**config.mk**
```make
export PLATFORM = sky130hd
export DESIGN_NAME = csl_limit_lock
export DESIGN_NICKNAME = d
export VERILOG_FILES = /design/src/rtl/csl_pkg.sv /design/src/rtl/csl_clamp.sv /design/src/rtl/csl_limit_lock.sv
export VERILOG_INCLUDE_DIRS = /design/src /design/src/rtl
export SDC_FILE = /design/constraint.sdc
export NUM_CORES = 1
export LEC_CHECK = 0
export BUFFER_PORTS_ARGS = -buffer_cell sky130_fd_sc_hd__buf_2
export CORE_ASPECT_RATIO = 1.75
export CORE_UTILIZATION = 63
export CTS_CLUSTER_DIAMETER = 80
export CTS_CLUSTER_SIZE = 40
export DETAILED_ROUTE_END_ITERATION = 16
export PLACE_DENSITY = 0.83
export RECOVER_POWER = 100
export SYNTH_ARGS = -nofsm -noshare
export SYNTH_HDL_FRONTEND = slang
export SYNTH_SLANG_ARGS = --single-unit
```
**constraint.sdc**
```tcl
create_clock -name clk -period 3.9 [get_ports clk]
set_clock_uncertainty 0.05 [all_clocks]
set_input_delay 0.585 -clock clk [delete_from_list [all_inputs] [get_ports clk]]
set_output_delay 0.585 -clock clk [all_outputs]
set_load 0.01 [all_outputs]
```
**src/rtl/csl_regs.svh**
```systemverilog
// Contract
// The safety limit register returns to its default only on a short-battery detect or a low safety-limit reset pin; code also resets it on sys_rst.
// After such a reset the safety limit register accepts writes only until the first write to any other register.
// The regulation voltage at 02 and fast charge current at 04 never exceed the programmed safety maxima.
// The host must write the safety limit register first, else the default limits hold until the next safety-limit reset.
// The maximum charge current field is a 37.4 mV offset plus weighted bits, default 64.6 mV, largest 105.4 mV.
// The maximum regulation voltage field is a 4.2 V offset plus weighted bits, default 4.2 V, highest 4.44 V.
// Termination setting is 3.4 mV plus bits of 13.6, 6.8 and 3.4 mV.
// Charge setting is 37.4 mV plus bits of 54.4, 27.2, 13.6 and 6.8 mV.
// A charge cycle ends when charge current falls to the termination level while termination is enabled.
// After termination a new cycle starts when battery voltage drops below the refresh threshold.
// If fast-charge is not reached before the safety timer expires, the pack is flagged defective and charging stops.
// No register or pin can disable the safety timer.
// Below the 2 V short threshold the short-circuit mode limits charge current to about 30 mA.
// Safety limit bits 7:4 hold max current (54.4..6.8 mV) and bits 3:0 max voltage (160..20 mV).
// Regulation voltage field is 3.5 V plus 20 mV steps in bits 7:2, up to 4.44 V.
// The lock flag clears under exactly the conditions that reset the safety limit register.
// Clamping compares encoded fields with the maximum and substitutes the maximum when exceeded.
`ifndef CSL_REGS_SVH
`define CSL_REGS_SVH
// ============================================================
// Register offsets
`define CSL_ADDR_CTRL 3'h1
`define CSL_ADDR_VREG 3'h2
`define CSL_ADDR_IDENT 3'h3
`define CSL_ADDR_CURR 3'h4
`define CSL_ADDR_SPEC 3'h5
`define CSL_ADDR_LIMIT 3'h6
// ============================================================
// Reset values
`define CSL_RST_LIMIT 8'h40
`define CSL_RST_VREG 8'h0A
`define CSL_RST_CURR 8'h01
`define CSL_RST_CTRL 8'h08
// ============================================================
// Field positions
`define CSL_LIM_IMAX_HI 7
`define CSL_LIM_IMAX_LO 4
`define CSL_LIM_VMAX_HI 3
`define CSL_LIM_VMAX_LO 0
`define CSL_VREG_HI 7
`define CSL_VREG_LO 2
`define CSL_CURR_RST_BIT 7
`define CSL_CURR_CHG_HI 6
`define CSL_CURR_CHG_LO 3
`define CSL_CURR_TRM_HI 2
`define CSL_CURR_TRM_LO 0
`define CSL_CTRL_TERM_EN_BIT 3
// ============================================================
// Encodings, in sense microvolts and millivolts
`define CSL_CHG_OFFSET_UV 37400
`define CSL_CHG_STEP_UV 6800
`define CSL_TRM_OFFSET_UV 3400
`define CSL_TRM_STEP_UV 3400
`define CSL_VREG_OFFSET_MV 3500
`define CSL_VLIM_OFFSET_MV 4200
`define CSL_V_STEP_MV 20
`define CSL_VREG_MAX_MV 4440
`define CSL_IMAX_LARGEST_UV 105400
// Vmax 4.2 V in 20 mV steps above 3.5 V
`define CSL_VLIM_BASE_STEPS 6'd35
// ============================================================
// Timing
`define CSL_SAFETY_TIME_S 1800
`define CSL_CLK_HZ 100000000
`endif

```
**src/rtl/csl_pkg.sv**
```systemverilog
package csl_pkg;
	typedef enum logic [2:0] {
		CSL_IDLE = 3'b000,
		CSL_SHORT = 3'b001,
		CSL_PRE = 3'b010,
		CSL_FAST = 3'b011,
		CSL_DONE = 3'b100,
		CSL_FAULT = 3'b101
	} csl_state_e;
	typedef logic [7:0] csl_byte_t;
endpackage

```
**src/rtl/csl_clamp.sv**
```systemverilog
`timescale 1ns/1ps
// ============================================================
// Min of a programmed code and a maximum code
module csl_clamp #(
	parameter int W = 4
) (
	input wire logic [W-1:0] setCode, // Programmed code
	input wire logic [W-1:0] maxCode, // Safety maximum code
	output logic [W-1:0] outCode // Effective code
);
	always_comb begin
		outCode = (setCode > maxCode) ? maxCode : setCode;
	end
endmodule

```
**src/rtl/csl_limit_lock.sv**
```systemverilog
`timescale 1ns/1ps
`include "csl_regs.svh"
module csl_limit_lock #(
	parameter longint SAFETY_CYCLES =
		longint'(`CSL_SAFETY_TIME_S) * longint'(`CSL_CLK_HZ)
) (
	input wire logic clk, // Core clock
	input wire logic sys_rst, // Synchronous reset, high
	input wire logic safety_limit_reset_n, // Limit reset pin, low
	input wire logic shortDetect, // Sense output below short threshold
	input wire logic wrEn, // Register write strobe
	input wire logic rdEn, // Register read strobe
	input wire logic [2:0] regAddr, // Register location
	input wire logic [7:0] wrData, // Write data
	input wire logic chargeEnable, // Charger may run
	input wire logic aboveFastThresh, // Battery in fast-charge region
	input wire logic belowRefresh, // Battery below refresh threshold
	input wire logic currentAtTerm, // Current at termination level
	output logic [7:0] rdData, // Read data
	output logic limitLocked, // Safety limit locked
	output logic [5:0] vregEff, // Clamped regulation voltage code
	output logic [3:0] charge_sense_setting, // Clamped charge code
	output logic [2:0] termination_sense_setting, // Termination code
	output logic shortMode, // Short-circuit charge mode
	output logic charging, // Charge cycle active
	output logic packDefective, // Safety timer fault
	output logic chargerReset // Reset pulse from location 04
);
	// ========================================================
	// Register state
	csl_pkg::csl_byte_t limit_r, limit_nxt;
	csl_pkg::csl_byte_t vreg_r, vreg_nxt;
	csl_pkg::csl_byte_t curr_r, curr_nxt;
	csl_pkg::csl_byte_t ctrl_r, ctrl_nxt;
	logic lock_r, lock_nxt;
	logic rstPulse_r, rstPulse_nxt;
	logic limitReset;
	always_comb begin
		limitReset = shortDetect | ~safety_limit_reset_n;
		limit_nxt = limit_r;
		lock_nxt = lock_r;
		vreg_nxt = vreg_r;
		curr_nxt = curr_r;
		ctrl_nxt = ctrl_r;
		rstPulse_nxt = 1'b0;
		if (wrEn) begin
			case (regAddr)
				`CSL_ADDR_LIMIT: begin
					if (!lock_r) begin
						limit_nxt = wrData;
					end
				end
				`CSL_ADDR_VREG: begin
					vreg_nxt = wrData;
				end
				`CSL_ADDR_CURR: begin
					curr_nxt = wrData;
					curr_nxt[`CSL_CURR_RST_BIT] = 1'b0;
					rstPulse_nxt = wrData[`CSL_CURR_RST_BIT];
				end
				`CSL_ADDR_CTRL: begin
					ctrl_nxt = wrData;
				end
				default: begin
				end
			endcase
			if (regAddr != `CSL_ADDR_LIMIT) begin
				lock_nxt = 1'b1;
			end
		end
		if (limitReset) begin
			limit_nxt = `CSL_RST_LIMIT;
			lock_nxt = 1'b0;
		end
	end
	always_ff @(posedge clk) begin
		if (sys_rst) begin
			limit_r <= `CSL_RST_LIMIT;
			lock_r <= 1'b0;
			vreg_r <= `CSL_RST_VREG;
			curr_r <= `CSL_RST_CURR;
			ctrl_r <= `CSL_RST_CTRL;
			rstPulse_r <= 1'b0;
		end else begin
			limit_r <= limit_nxt;
			lock_r <= lock_nxt;
			vreg_r <= vreg_nxt;
			curr_r <= curr_nxt;
			ctrl_r <= ctrl_nxt;
			rstPulse_r <= rstPulse_nxt;
		end
	end
	// ========================================================
	// Clamping against the safety maxima
	localparam logic [5:0] VREG_TOP = 6'((`CSL_VREG_MAX_MV
		- `CSL_VREG_OFFSET_MV) / `CSL_V_STEP_MV);
	localparam logic [3:0] IMAX_TOP = 4'((`CSL_IMAX_LARGEST_UV
		- `CSL_CHG_OFFSET_UV) / `CSL_CHG_STEP_UV);
	logic [5:0] vMaxSum;
	logic [5:0] vMaxCode;
	logic [3:0] iMaxCode;
	logic [5:0] vregClamped;
	logic [3:0] chgClamped;
	// Vmax code in 20 mV steps above 3.5 V
	assign vMaxSum = `CSL_VLIM_BASE_STEPS
		+ {2'b00, limit_r[`CSL_LIM_VMAX_HI:`CSL_LIM_VMAX_LO]};
	// Limit codes above the highest option select the highest option
	csl_clamp #(.W(6)) uVTop (
		.setCode(vMaxSum),
		.maxCode(VREG_TOP),
		.outCode(vMaxCode)
	);
	csl_clamp #(.W(4)) uITop (
		.setCode(limit_r[`CSL_LIM_IMAX_HI:`CSL_LIM_IMAX_LO]),
		.maxCode(IMAX_TOP),
		.outCode(iMaxCode)
	);
	csl_clamp #(.W(6)) uVClamp (
		.setCode(vreg_r[`CSL_VREG_HI:`CSL_VREG_LO]),
		.maxCode(vMaxCode),
		.outCode(vregClamped)
	);
	// both current fields share 37.4 mV offset and 6.8 mV step
	csl_clamp #(.W(4)) uIClamp (
		.setCode(curr_r[`CSL_CURR_CHG_HI:`CSL_CURR_CHG_LO]),
		.maxCode(iMaxCode),
		.outCode(chgClamped)
	);
	// ========================================================
	// Charge sequencing with safety timer
	csl_pkg::csl_state_e state_r, state_nxt;
	logic [63:0] timer_r, timer_nxt;
	logic termEn;
	always_comb begin
		termEn = ctrl_r[`CSL_CTRL_TERM_EN_BIT];
		state_nxt = state_r;
		timer_nxt = timer_r;
		case (state_r)
			csl_pkg::CSL_IDLE: begin
				timer_nxt = 64'h0;
				if (chargeEnable) begin
					state_nxt = shortDetect ? csl_pkg::CSL_SHORT
						: csl_pkg::CSL_PRE;
				end
			end
			csl_pkg::CSL_SHORT, csl_pkg::CSL_PRE: begin
				timer_nxt = timer_r + 64'h1;
				if (aboveFastThresh) begin
					state_nxt = csl_pkg::CSL_FAST;
				end else if (timer_r >= 64'(SAFETY_CYCLES - 1)) begin
					state_nxt = csl_pkg::CSL_FAULT;
				end else begin
					state_nxt = shortDetect ? csl_pkg::CSL_SHORT
						: csl_pkg::CSL_PRE;
				end
			end
			csl_pkg::CSL_FAST: begin
				if (termEn && currentAtTerm) begin
					state_nxt = csl_pkg::CSL_DONE;
				end
			end
			csl_pkg::CSL_DONE: begin
				timer_nxt = 64'h0;
				if (belowRefresh) begin
					state_nxt = csl_pkg::CSL_PRE;
				end
			end
			csl_pkg::CSL_FAULT: begin
			end
			default: begin
				state_nxt = csl_pkg::CSL_IDLE;
			end
		endcase
		if (!chargeEnable || rstPulse_r) begin
			if (state_r != csl_pkg::CSL_FAULT || rstPulse_r) begin
				state_nxt = csl_pkg::CSL_IDLE;
			end
		end
	end
	always_ff @(posedge clk) begin
		if (sys_rst) begin
			state_r <= csl_pkg::CSL_IDLE;
			timer_r <= 64'h0;
		end else begin
			state_r <= state_nxt;
			timer_r <= timer_nxt;
		end
	end
	// ========================================================
	// Registered outputs
	csl_pkg::csl_byte_t rd_nxt;
	always_comb begin
		rd_nxt = 8'h00;
		if (rdEn) begin
			case (regAddr)
				`CSL_ADDR_LIMIT: rd_nxt = limit_r;
				`CSL_ADDR_VREG: rd_nxt = vreg_r;
				`CSL_ADDR_CURR: rd_nxt = curr_r;
				`CSL_ADDR_CTRL: rd_nxt = ctrl_r;
				default: rd_nxt = 8'h00;
			endcase
		end
	end
	always_ff @(posedge clk) begin
		if (sys_rst) begin
			rdData <= 8'h00;
			limitLocked <= 1'b0;
			vregEff <= 6'h00;
			charge_sense_setting <= 4'h0;
			termination_sense_setting <= 3'h0;
			shortMode <= 1'b0;
			charging <= 1'b0;
			packDefective <= 1'b0;
			chargerReset <= 1'b0;
		end else begin
			rdData <= rd_nxt;
			limitLocked <= lock_r;
			vregEff <= vregClamped;
			charge_sense_setting <= chgClamped;
			termination_sense_setting <=
				curr_r[`CSL_CURR_TRM_HI:`CSL_CURR_TRM_LO];
			shortMode <= (state_r == csl_pkg::CSL_SHORT);
			charging <= (state_r == csl_pkg::CSL_SHORT)
				| (state_r == csl_pkg::CSL_PRE)
				| (state_r == csl_pkg::CSL_FAST);
			packDefective <= (state_r == csl_pkg::CSL_FAULT);
			chargerReset <= rstPulse_r;
		end
	end
endmodule

```
* Yosys cells after proc, flatten, opt, wreduce, memory -nomap -nowiden *
Index checks and enable logic that the tools add are counted.

word-level totals
  word-level logic and storage cells = 74
  output and inout bits = 26
  bits in registers = 126
  input bits = 21

cells by class
  add/subtract/negate cells = 2
  bitwise gates (word level) = 8
  reductions and logical operators = 16
  magnitude comparators = 5
  multiplexer cells = 15
  equal/unequal tests = 11

operators with widths
  kind                   count
  $pmux 64 s2            1
  $add 64x1->64 const B  1
  $ge 64x38->1 const B   1
  $pmux 8 s4             1
  $mux 3                 7
  $pmux 3 s5             1
  $eq 3x3->1 const B     4
  $mux 6                 2
  $eq 3x2->1 const B     3
  $mux 4                 2
  $reduce_and 2->1       4
  $reduce_or 2->1        4
  $add 6x4->6 const A    1
  $eq 3x1->1 const B     2
  $gt 6x6->1             1
  $gt 6x6->1 const B     1
  $ne 3x3->1 const B     2
  $not 1->1              5
  $gt 4x4->1             1
  $gt 4x4->1 const B     1
  $logic_not 3->1        1
  $or 1x1->1             3
  $reduce_and 3->1       1
  $reduce_or 3->1        1
  other kinds (5)        6

* Depth between registers and ports, before layout *
Gate-level depths: netlist of the first run.

  depth after elaboration = 6
  depth in mapped cells = 10
  depth with buffers taken out = 10

* By module *
From an unflattened synthesis of the first run, not the netlist that was laid out.

second synthesis, totals
  cell total of the unflattened synthesis = 733
  area total of the unflattened synthesis = 6272.3 µm²

by module, submodules not included
  module                    times used  area each (µm²)  cells each  sequential area each (µm²)
  csl_limit_lock            1           5474.0           645         2522.4
  csl_clamp at uVClamp ...  2           227.7            27          0.0
  csl_clamp at uIClamp ...  2           171.4            17          0.0

* Least setup slack after synthesis of the first run *
OpenSTA, ideal clock, no wires.

  path kind = reg-to-reg
  start = reg limit_r[0]
  end = reg vregEff[2]
  period minus slack after synthesis = 2.275 ns
  setup slack = 1.625 ns
  setup time = 0.059 ns
  path buffers = 0
  stages on the path, launching flop included = 11
  data required time = 3.791 ns
  data arrival time = 2.166 ns
  cells stage by stage = dfxtp_1 -> inv_1 -> ha_1 -> nand3b_1 -> and2_1 -> ha_1 -> nor2b_1 -> o211ai_1 -> a21oi_1 -> mux2i_1 -> and2_1

between the ends
  word-level cells in the longest chain between the ends = 5

RTL lines
  what                            line                   RTL
  from (decl)                     csl_limit_lock.sv:31   csl_pkg::csl_byte_t limit_r, limit_nxt;
  from (signal assigned)          csl_limit_lock.sv:78   limit_r <= `CSL_RST_LIMIT;
  from (signal assigned)          csl_limit_lock.sv:85   limit_r <= limit_nxt;
  $add 6x4->6 (no source line) *  -
  $gt 6x6->1                      csl_clamp.sv:12        outCode = (setCode > maxCode) ? maxCode : setCode;
  $mux 6 *                        csl_clamp.sv:12
  $gt 6x6->1                      csl_clamp.sv:12
  $mux 6 *                        csl_clamp.sv:12
  to (signal assigned)            csl_limit_lock.sv:218  vregEff <= vregClamped;
  to (decl)                       csl_limit_lock.sv:21   output logic [5:0] vregEff,

Every way passes the cells marked *; elsewhere a longest branch is shown, timed or not.
A chain may end at the register's enable or synchronous reset.

==> results.py, run 1 <==
metrics = {
    "hold_path": {
        "hold_end": "ctrl_r[2]",
        "whs_path_depth": 3,
        "hp-class": "in -> reg",
        "worstHoldStart": "wrData[2]",
    },
    "floorplan": {
        "die_w_um": 75.45,
        "ios": 47,
        "die_height_um": 130.5,
        "die-area_sq_um": 9847,
        "row_count": 46,
        "start_util": 0.6540,
        "core_sq_um": 9094,
    },
    "finish": {
        "num_antenna_cells": 0,
        "stdcell_count": 876,
        "drive_above_1_share": 0.09921,
        "stdcell_area_sq_um": 6809,
        "areaGrowthSynthToFinish_pct": 14.50,
        "final_nets": 774,
    },
    "setup_path": {
        "timing.rr.end": "timer_r[33]",
        "crit_family": "buffers and inverters",
        "critical_path_arrival_ns": 3.27,
        "crit_chain": "buf_2 -> clkinv_1 -> o21ai_4 -> clkbuf_1 -> nor2_1",
        "cp_max_fo": 37,
        "critPathLaunchType": "input pin",
        "required_ns": 4.10,
        "cp.depth": 5,
        "reg2reg_slack_ns": 0.94,
        "critPathMaxStageDelay_ns": 0.95,
        "end_kind": "flip-flop",
        "r2r-start": "state_r[1]",
        "reg2reg_depth": 6,
        "critPathKind": "in -> reg",
        "cp_slowest_cell": "clkbuf_1",
        "crit_buf_inv": 3,
    },
    "run": {
        "maxCapViolations": 0,
    },
    "place": {
        "numPortBuffers": 46,
        "place_inst": 844,
        "place_area_sq_um": 6255,
        "hpwl_mm": 10.47,
        "gp_congestion": 0.9708,
    },
    "clock_tree": {
        "cts_sinks": 126,
        "cts-root-buf": "clkbuf_16",
        "clk_path_buf_depth": 2,
        "post_cts_buffers": 0,
        "cts_inserted_buffers": 17,
        "cts_tree": "built",
        "clk_pin_slew_ns": 0.06,
        "holdBufCountCts": 0,
        "cts.repair.resized": 0,
        "cts_max_level": 4,
        "insertion_delay_ns": 0.42,
    },
    "timing": {
        "tns_ns": 0,
        "setup_viol": 0,
        "hold-worst-slack_ns": 0.3886,
        "fmax_ghz": 0.3263,
        "finalCriticalPeriod_ns": 3.064,
        "hold_viol": 0,
        "tightest_slew_ns": 1.204,
        "maxSlewHeadroom": 0.1972,
        "final-max-slew-violation-count": 0,
        "period_share": 0.7857,
        "rsz0062_at_grt": "no",
    },
    "detailed_routing": {
        "drtPass1Iterations": 5,
        "wl_per_cell_um": 16.98,
        "vias_per_cell": 6.137,
        "drt_wl_total_mm": 14.88,
        "first_iter_violations": 292,
        "ant_nets": 0,
        "vias": 5376,
        "drc": 0,
    },
    "synth": {
        "synth-seq-cells": 126,
        "synth_area_leaders": "dfxtp_1 (42%), nor2_1 (7.0%), xnor2_1 (5.3%), nand2_1 (4.9%), mux2i_1 (3.5%)",
        "yosys_warnings": 0,
        "netlist.area_leader.share": 0.4242,
        "synthTopCellsByCount": "dfxtp_1 (126), nor2_1 (111), nand2_1 (77), a21oi_1 (37), xnor2_1 (36)",
        "synthesis.nets": 732,
        "netlist_area_sq_um": 5947,
        "yosysTopAreaCell": "dfxtp_1",
        "seq_area_frac_synth": 0.4242,
        "ys.flop_type": "dfxtp_1",
        "ys_types": 57,
        "avgSynthCellArea_sq_um": 8.484,
        "syn_inst": 701,
        "ys_async_sr_fraction": 0,
        "synth_most_common_cell": "dfxtp_1",
        "synth-edff-count": 0,
    },
    "outcome": {
        "status": "completed",
    },
    "power_and_ir_drop": {
        "power.leakage_nw": 2.279,
        "ir_drop_mv": 0.3797,
        "total_power_mw": 3.110,
        "power_density_nw_per_um2": 456.8,
    },
    "grt": {
        "grt-ovfl-total": 0,
        "first_global_vias": 5374,
        "antenna_found_initial": 0,
        "grt_max_degree": 38,
        "grt_util_all_layers": 0.3276,
        "grt_pass1_wl_mm": 24.01,
    },
}
[metrics by stage]
stage	worst slack, ns	utilization
floorplan	1.625	-
global placement	1.175	0.6878
detailed placement	1.078	0.6878
CTS	1.176	0.7576
global route	0.6400	0.7488
finish	0.8356	0.7488
[final cells by class]
cell class / instances / area [sq um]
tap: 120 / 150.1
clock inverter: 10 / 160.2
sequential: 126 / 2522
timing repair buffer: 48 / 205.2
multi-input combinational: 530 / 3222
inverter: 20 / 75.07
fill: 693 / 2285
clock buffer: 22 / 474.2
[power by group]
part | switching (mW) | internal [mW] | leakage [nW]
clock network | 0.573 | 1.12 | 0.298
logic | 0.0728 | 0.0356 | 0.964
registers | 0.0113 | 1.30 | 1.02
[worst min-delay path, cell delays in order]
cell and delay [ns]:
buf_2 0.12, nand2_1 0.05, a21oi_1 0.05
[cell families after synthesis]
family	Yosys count	share of synthesized area
xor gates and xnor gates	54	0.07953
and+or+nand+nor	357	0.3185
DFF	126	0.4242
AOI/OAI and AO/OA	87	0.09026
adders and majority gates	10	0.02104
buffers and inverters	45	0.02925
muxes	22	0.03724
[how the worst max path moves through the flow]
stage / endpoint / from
finish: timer_r[61] / sys_rst
global route: timer_r[59] / sys_rst
CTS: vregEff[0] / limit_r[0]
detailed placement: charging / sys_rst
global placement: timer_r[41] / sys_rst
floorplan: vregEff[2] / limit_r[0]
[metal layers]
layer  GRT usage  share of wire  vias to the layer above  routed length (um)
li1            -              -                     2530                   -
met1      0.2866           0.33                     2551                4979
met2      0.6182           0.57                      215                8412
met4      0.2418          0.061                        0                 911
met3     0.07285          0.038                       80                 572
met5           0              0                        -                   0
[registers in the layout, indices dropped and copies added (netlist names)]
signal	cells
charging	1
curr_r	7
termination_sense_setting	3
state_r	3
limitLocked	1
packDefective	1
charge_sense_setting	4
timer_r	64
vreg_r	8
shortMode	1
chargerReset	1
vregEff	6
ctrl_r	8
rdData	8
limit_r	8
lock_r	1
rstPulse_r	1
[cells in the final DEF (no fill, tap or decap), types with 10 or more instances in the layout]
| cell type | n |
|---|---|
| a21oi_1 | 37 |
| dfxtp_1 | 126 |
| nand3_1 | 31 |
| nand4_1 | 17 |
| o21ai_0 | 18 |
| clkbuf_16 | 17 |
| inv_1 | 19 |
| nor2b_1 | 15 |
| nor2_1 | 111 |
| nor3_1 | 23 |
| or3_1 | 12 |
| ha_1 | 10 |
| buf_2 | 17 |
| mux2i_1 | 21 |
| clkbuf_1 | 32 |
| nor4_1 | 13 |
| xor2_1 | 18 |
| xnor2_1 | 36 |
| nand2_1 | 77 |
(Power assumes the default switching activity.)
==> run 2: changes to the inputs <==
- CORE_UTILIZATION: 63 -> 54
- PLACE_DENSITY: 0.83 -> 0.76
- clock period: 3.9 -> 2.8 ns (I/O delays scaled with it)
==> run 2 against run 1 <==
Net effect:
- the flow now finishes with violations (capacitance limit, slew limit)
- die area rose by 16%
- register-to-register slack worse by 0.73 ns
- power rose by 34%
- critical path depth grew 1
- worst hold slack got worse by 0.17 ns
- via count shrank 2.6%
- clock power rose by 29%
- clock-buffer cell count fell by 3
- first-iteration DRC count up 1.0%
- core utilization fell by 11 points
- routed wire length down 2.9%
- final cell count up 1.7%
- critical endpoint is now state_r[1]
==> results.py, run 2 (same netlist as run 1, synthesis figures left out) <==
metrics = {
    "setup_path": {
        "cp_max_fo": 4,
        "crit_chain": "or4_1 -> or2_0 -> a2111oi_0 -> nand2_1 -> nor3_1 -> o311a_1",
        "critPathKind": "reg -> reg",
        "critPathMaxStageDelay_ns": 0.65,
        "cp_slowest_cell": "a2111oi_0",
        "reg2reg_depth": 6,
        "reg2reg_slack_ns": 0.21,
        "critical_path_arrival_ns": 2.91,
        "timing.rr.end": "state_r[1]",
        "r2r-start": "timer_r[40]",
        "critPathLaunchType": "flip-flop",
        "startpoint": "timer_r[40]",
        "crit_path_end": "state_r[1]",
        "required_ns": 3.12,
        "end_kind": "flip-flop",
    },
    "floorplan": {
        "die_w_um": 81.33,
        "ios": 47,
        "die_height_um": 140.8,
        "core_sq_um": 10700,
        "start_util": 0.5559,
        "die-area_sq_um": 11450,
        "row_count": 50,
    },
    "grt": {
        "grt_util_all_layers": 0.2733,
        "first_global_vias": 5265,
        "grt_max_degree": 40,
        "grt-ovfl-total": 0,
        "grt_pass1_wl_mm": 23.77,
        "antenna_found_initial": 0,
    },
    "finish": {
        "drive_above_1_share": 0.1078,
        "layout_common_cells": "dfxtp_1 (126), nor2_1 (111), nand2_1 (77)",
        "areaGrowthSynthToFinish_pct": 14.73,
        "final_nets": 781,
        "stdcell_count": 891,
        "largest-register": "timer_r",
        "layout_commonest_cell": "dfxtp_1",
        "nFillCells": 894,
        "num_antenna_cells": 0,
        "largest_reg_flops": 64,
    },
    "place": {
        "hpwl_mm": 10.57,
        "place_inst": 861,
        "gp_congestion": 0.8917,
        "numPortBuffers": 46,
    },
    "timing": {
        "setup_viol": 0,
        "period_share": 0.9255,
        "maxSlewHeadroom": -0.04996,
        "final-max-slew-violation-count": 76,
        "fmax_ghz": 0.3859,
        "tightest_slew_ns": 1.575,
        "rsz0062_at_grt": "no",
        "hold_viol": 0,
        "tns_ns": 0,
        "finalCriticalPeriod_ns": 2.591,
    },
    "power_and_ir_drop": {
        "power.leakage_nw": 2.284,
        "sw_frac_of_total": 0.2136,
        "p_clk_frac": 0.524,
        "power.switching_uw": 888.1,
        "combPwrFrac": 0.037,
        "ir_drop_mv": 0.5261,
        "intPower_mw": 3.270,
        "power_frac_seq": 0.439,
        "power_density_nw_per_um2": 609.4,
        "total_power_mw": 4.158,
    },
    "detailed_routing": {
        "drt_wl_total_mm": 14.45,
        "drtPass1Iterations": 7,
        "first_iter_violations": 295,
        "wl_per_cell_um": 16.22,
        "ant_nets": 0,
        "vias_per_cell": 5.874,
        "drc": 0,
        "vias": 5234,
    },
    "clock_tree": {
        "clk_pin_slew_ns": 0.06,
        "cts.repair.resized": 0,
        "clk_path_buf_depth": 2,
        "holdBufCountCts": 0,
        "cts_sinks": 126,
        "post_cts_buffers": 0,
        "cts-root-buf": "clkbuf_16",
        "insertion_delay_ns": 0.42,
        "cts_tree": "built",
        "cts_max_level": 4,
        "cts_inserted_buffers": 17,
    },
    "hold_path": {
        "hp-class": "in -> reg",
    },
    "run": {
        "maxCapViolations": 2,
    },
    "outcome": {
        "status": "complete, but fails checks",
        "violations": "capacitance limit, slew limit",
    },
}
run 2: cell types whose count changed in the layout (fill, tap and decap cells not counted), sizes merged:
cell    before  now
buf         18   23
bufinv       4    3
clkbuf      52   51
clkinv       3    5
run 2: how the worst min path moves through the flow:
stage,start,to,cells after the start
finish,wrData[1],vreg_r[1],3
global route,wrData[1],vreg_r[1],3
CTS,wrData[6],limit_r[6],2
detailed placement,ctrl_r[5],ctrl_r[5],2
global placement,ctrl_r[1],ctrl_r[1],2
floorplan,ctrl_r[0],ctrl_r[0],2
run 2: final cells by class:
cell class              instances  area [sq um]  share of cell area
well taps                     130         162.7             0.02384
repair buffers                 55         247.7             0.03631
multi-input cells             530          3228              0.4731
clock inverters                11         143.9             0.02109
inverters                      20         75.07             0.01100
clock buffers                  19         442.9             0.06492
flip-flops and latches        126          2522              0.3697
run 2: power by group through the flow:
stage	combinational [mW]	clock (mW)	sequential, mW
floorplan	0.0957	0	1.86
global placement	0.150	0	1.86
detailed placement	0.156	0	1.86
CTS	0.157	2.21	1.83
global route	0.169	2.30	1.83
finish	0.152	2.18	1.83
run 2: worst max-delay path, delay by kind of cell (launching register included):
family / cells / cell delay [ns]
AOI/OAI and AO/OA: 2 / 0.84
DFF: 1 / 0.35
and+or+nand+nor: 4 / 1.31
run 2: stage by stage:
step / area, sq um / utilization / worst slack (ns) / hold slack [ns]
final: 6823 / 0.6378 / 0.2087 / 0.2188
after global routing: 6823 / 0.6378 / 0.08358 / 0.2236
after CTS: 6907 / 0.6456 / 0.2008 / 0.2094
after detailed placement: 6320 / 0.5908 / 0.2164 / 0.3979
after global placement: 6320 / 0.5908 / 0.3747 / 0.3918
after floorplan: 5947 / - / 0.5255 / 0.3860
run 2: routing by layer:
metal | vias up | part of all wire | wire length, um | track usage
met5 | - | 0 | 0 | 0
met4 | 0 | 0.044 | 632 | 0.1617
met3 | 55 | 0.029 | 422 | 0.05696
met2 | 127 | 0.57 | 8235 | 0.5083
met1 | 2504 | 0.36 | 5161 | 0.2629
li1 | 2548 | - | - | -
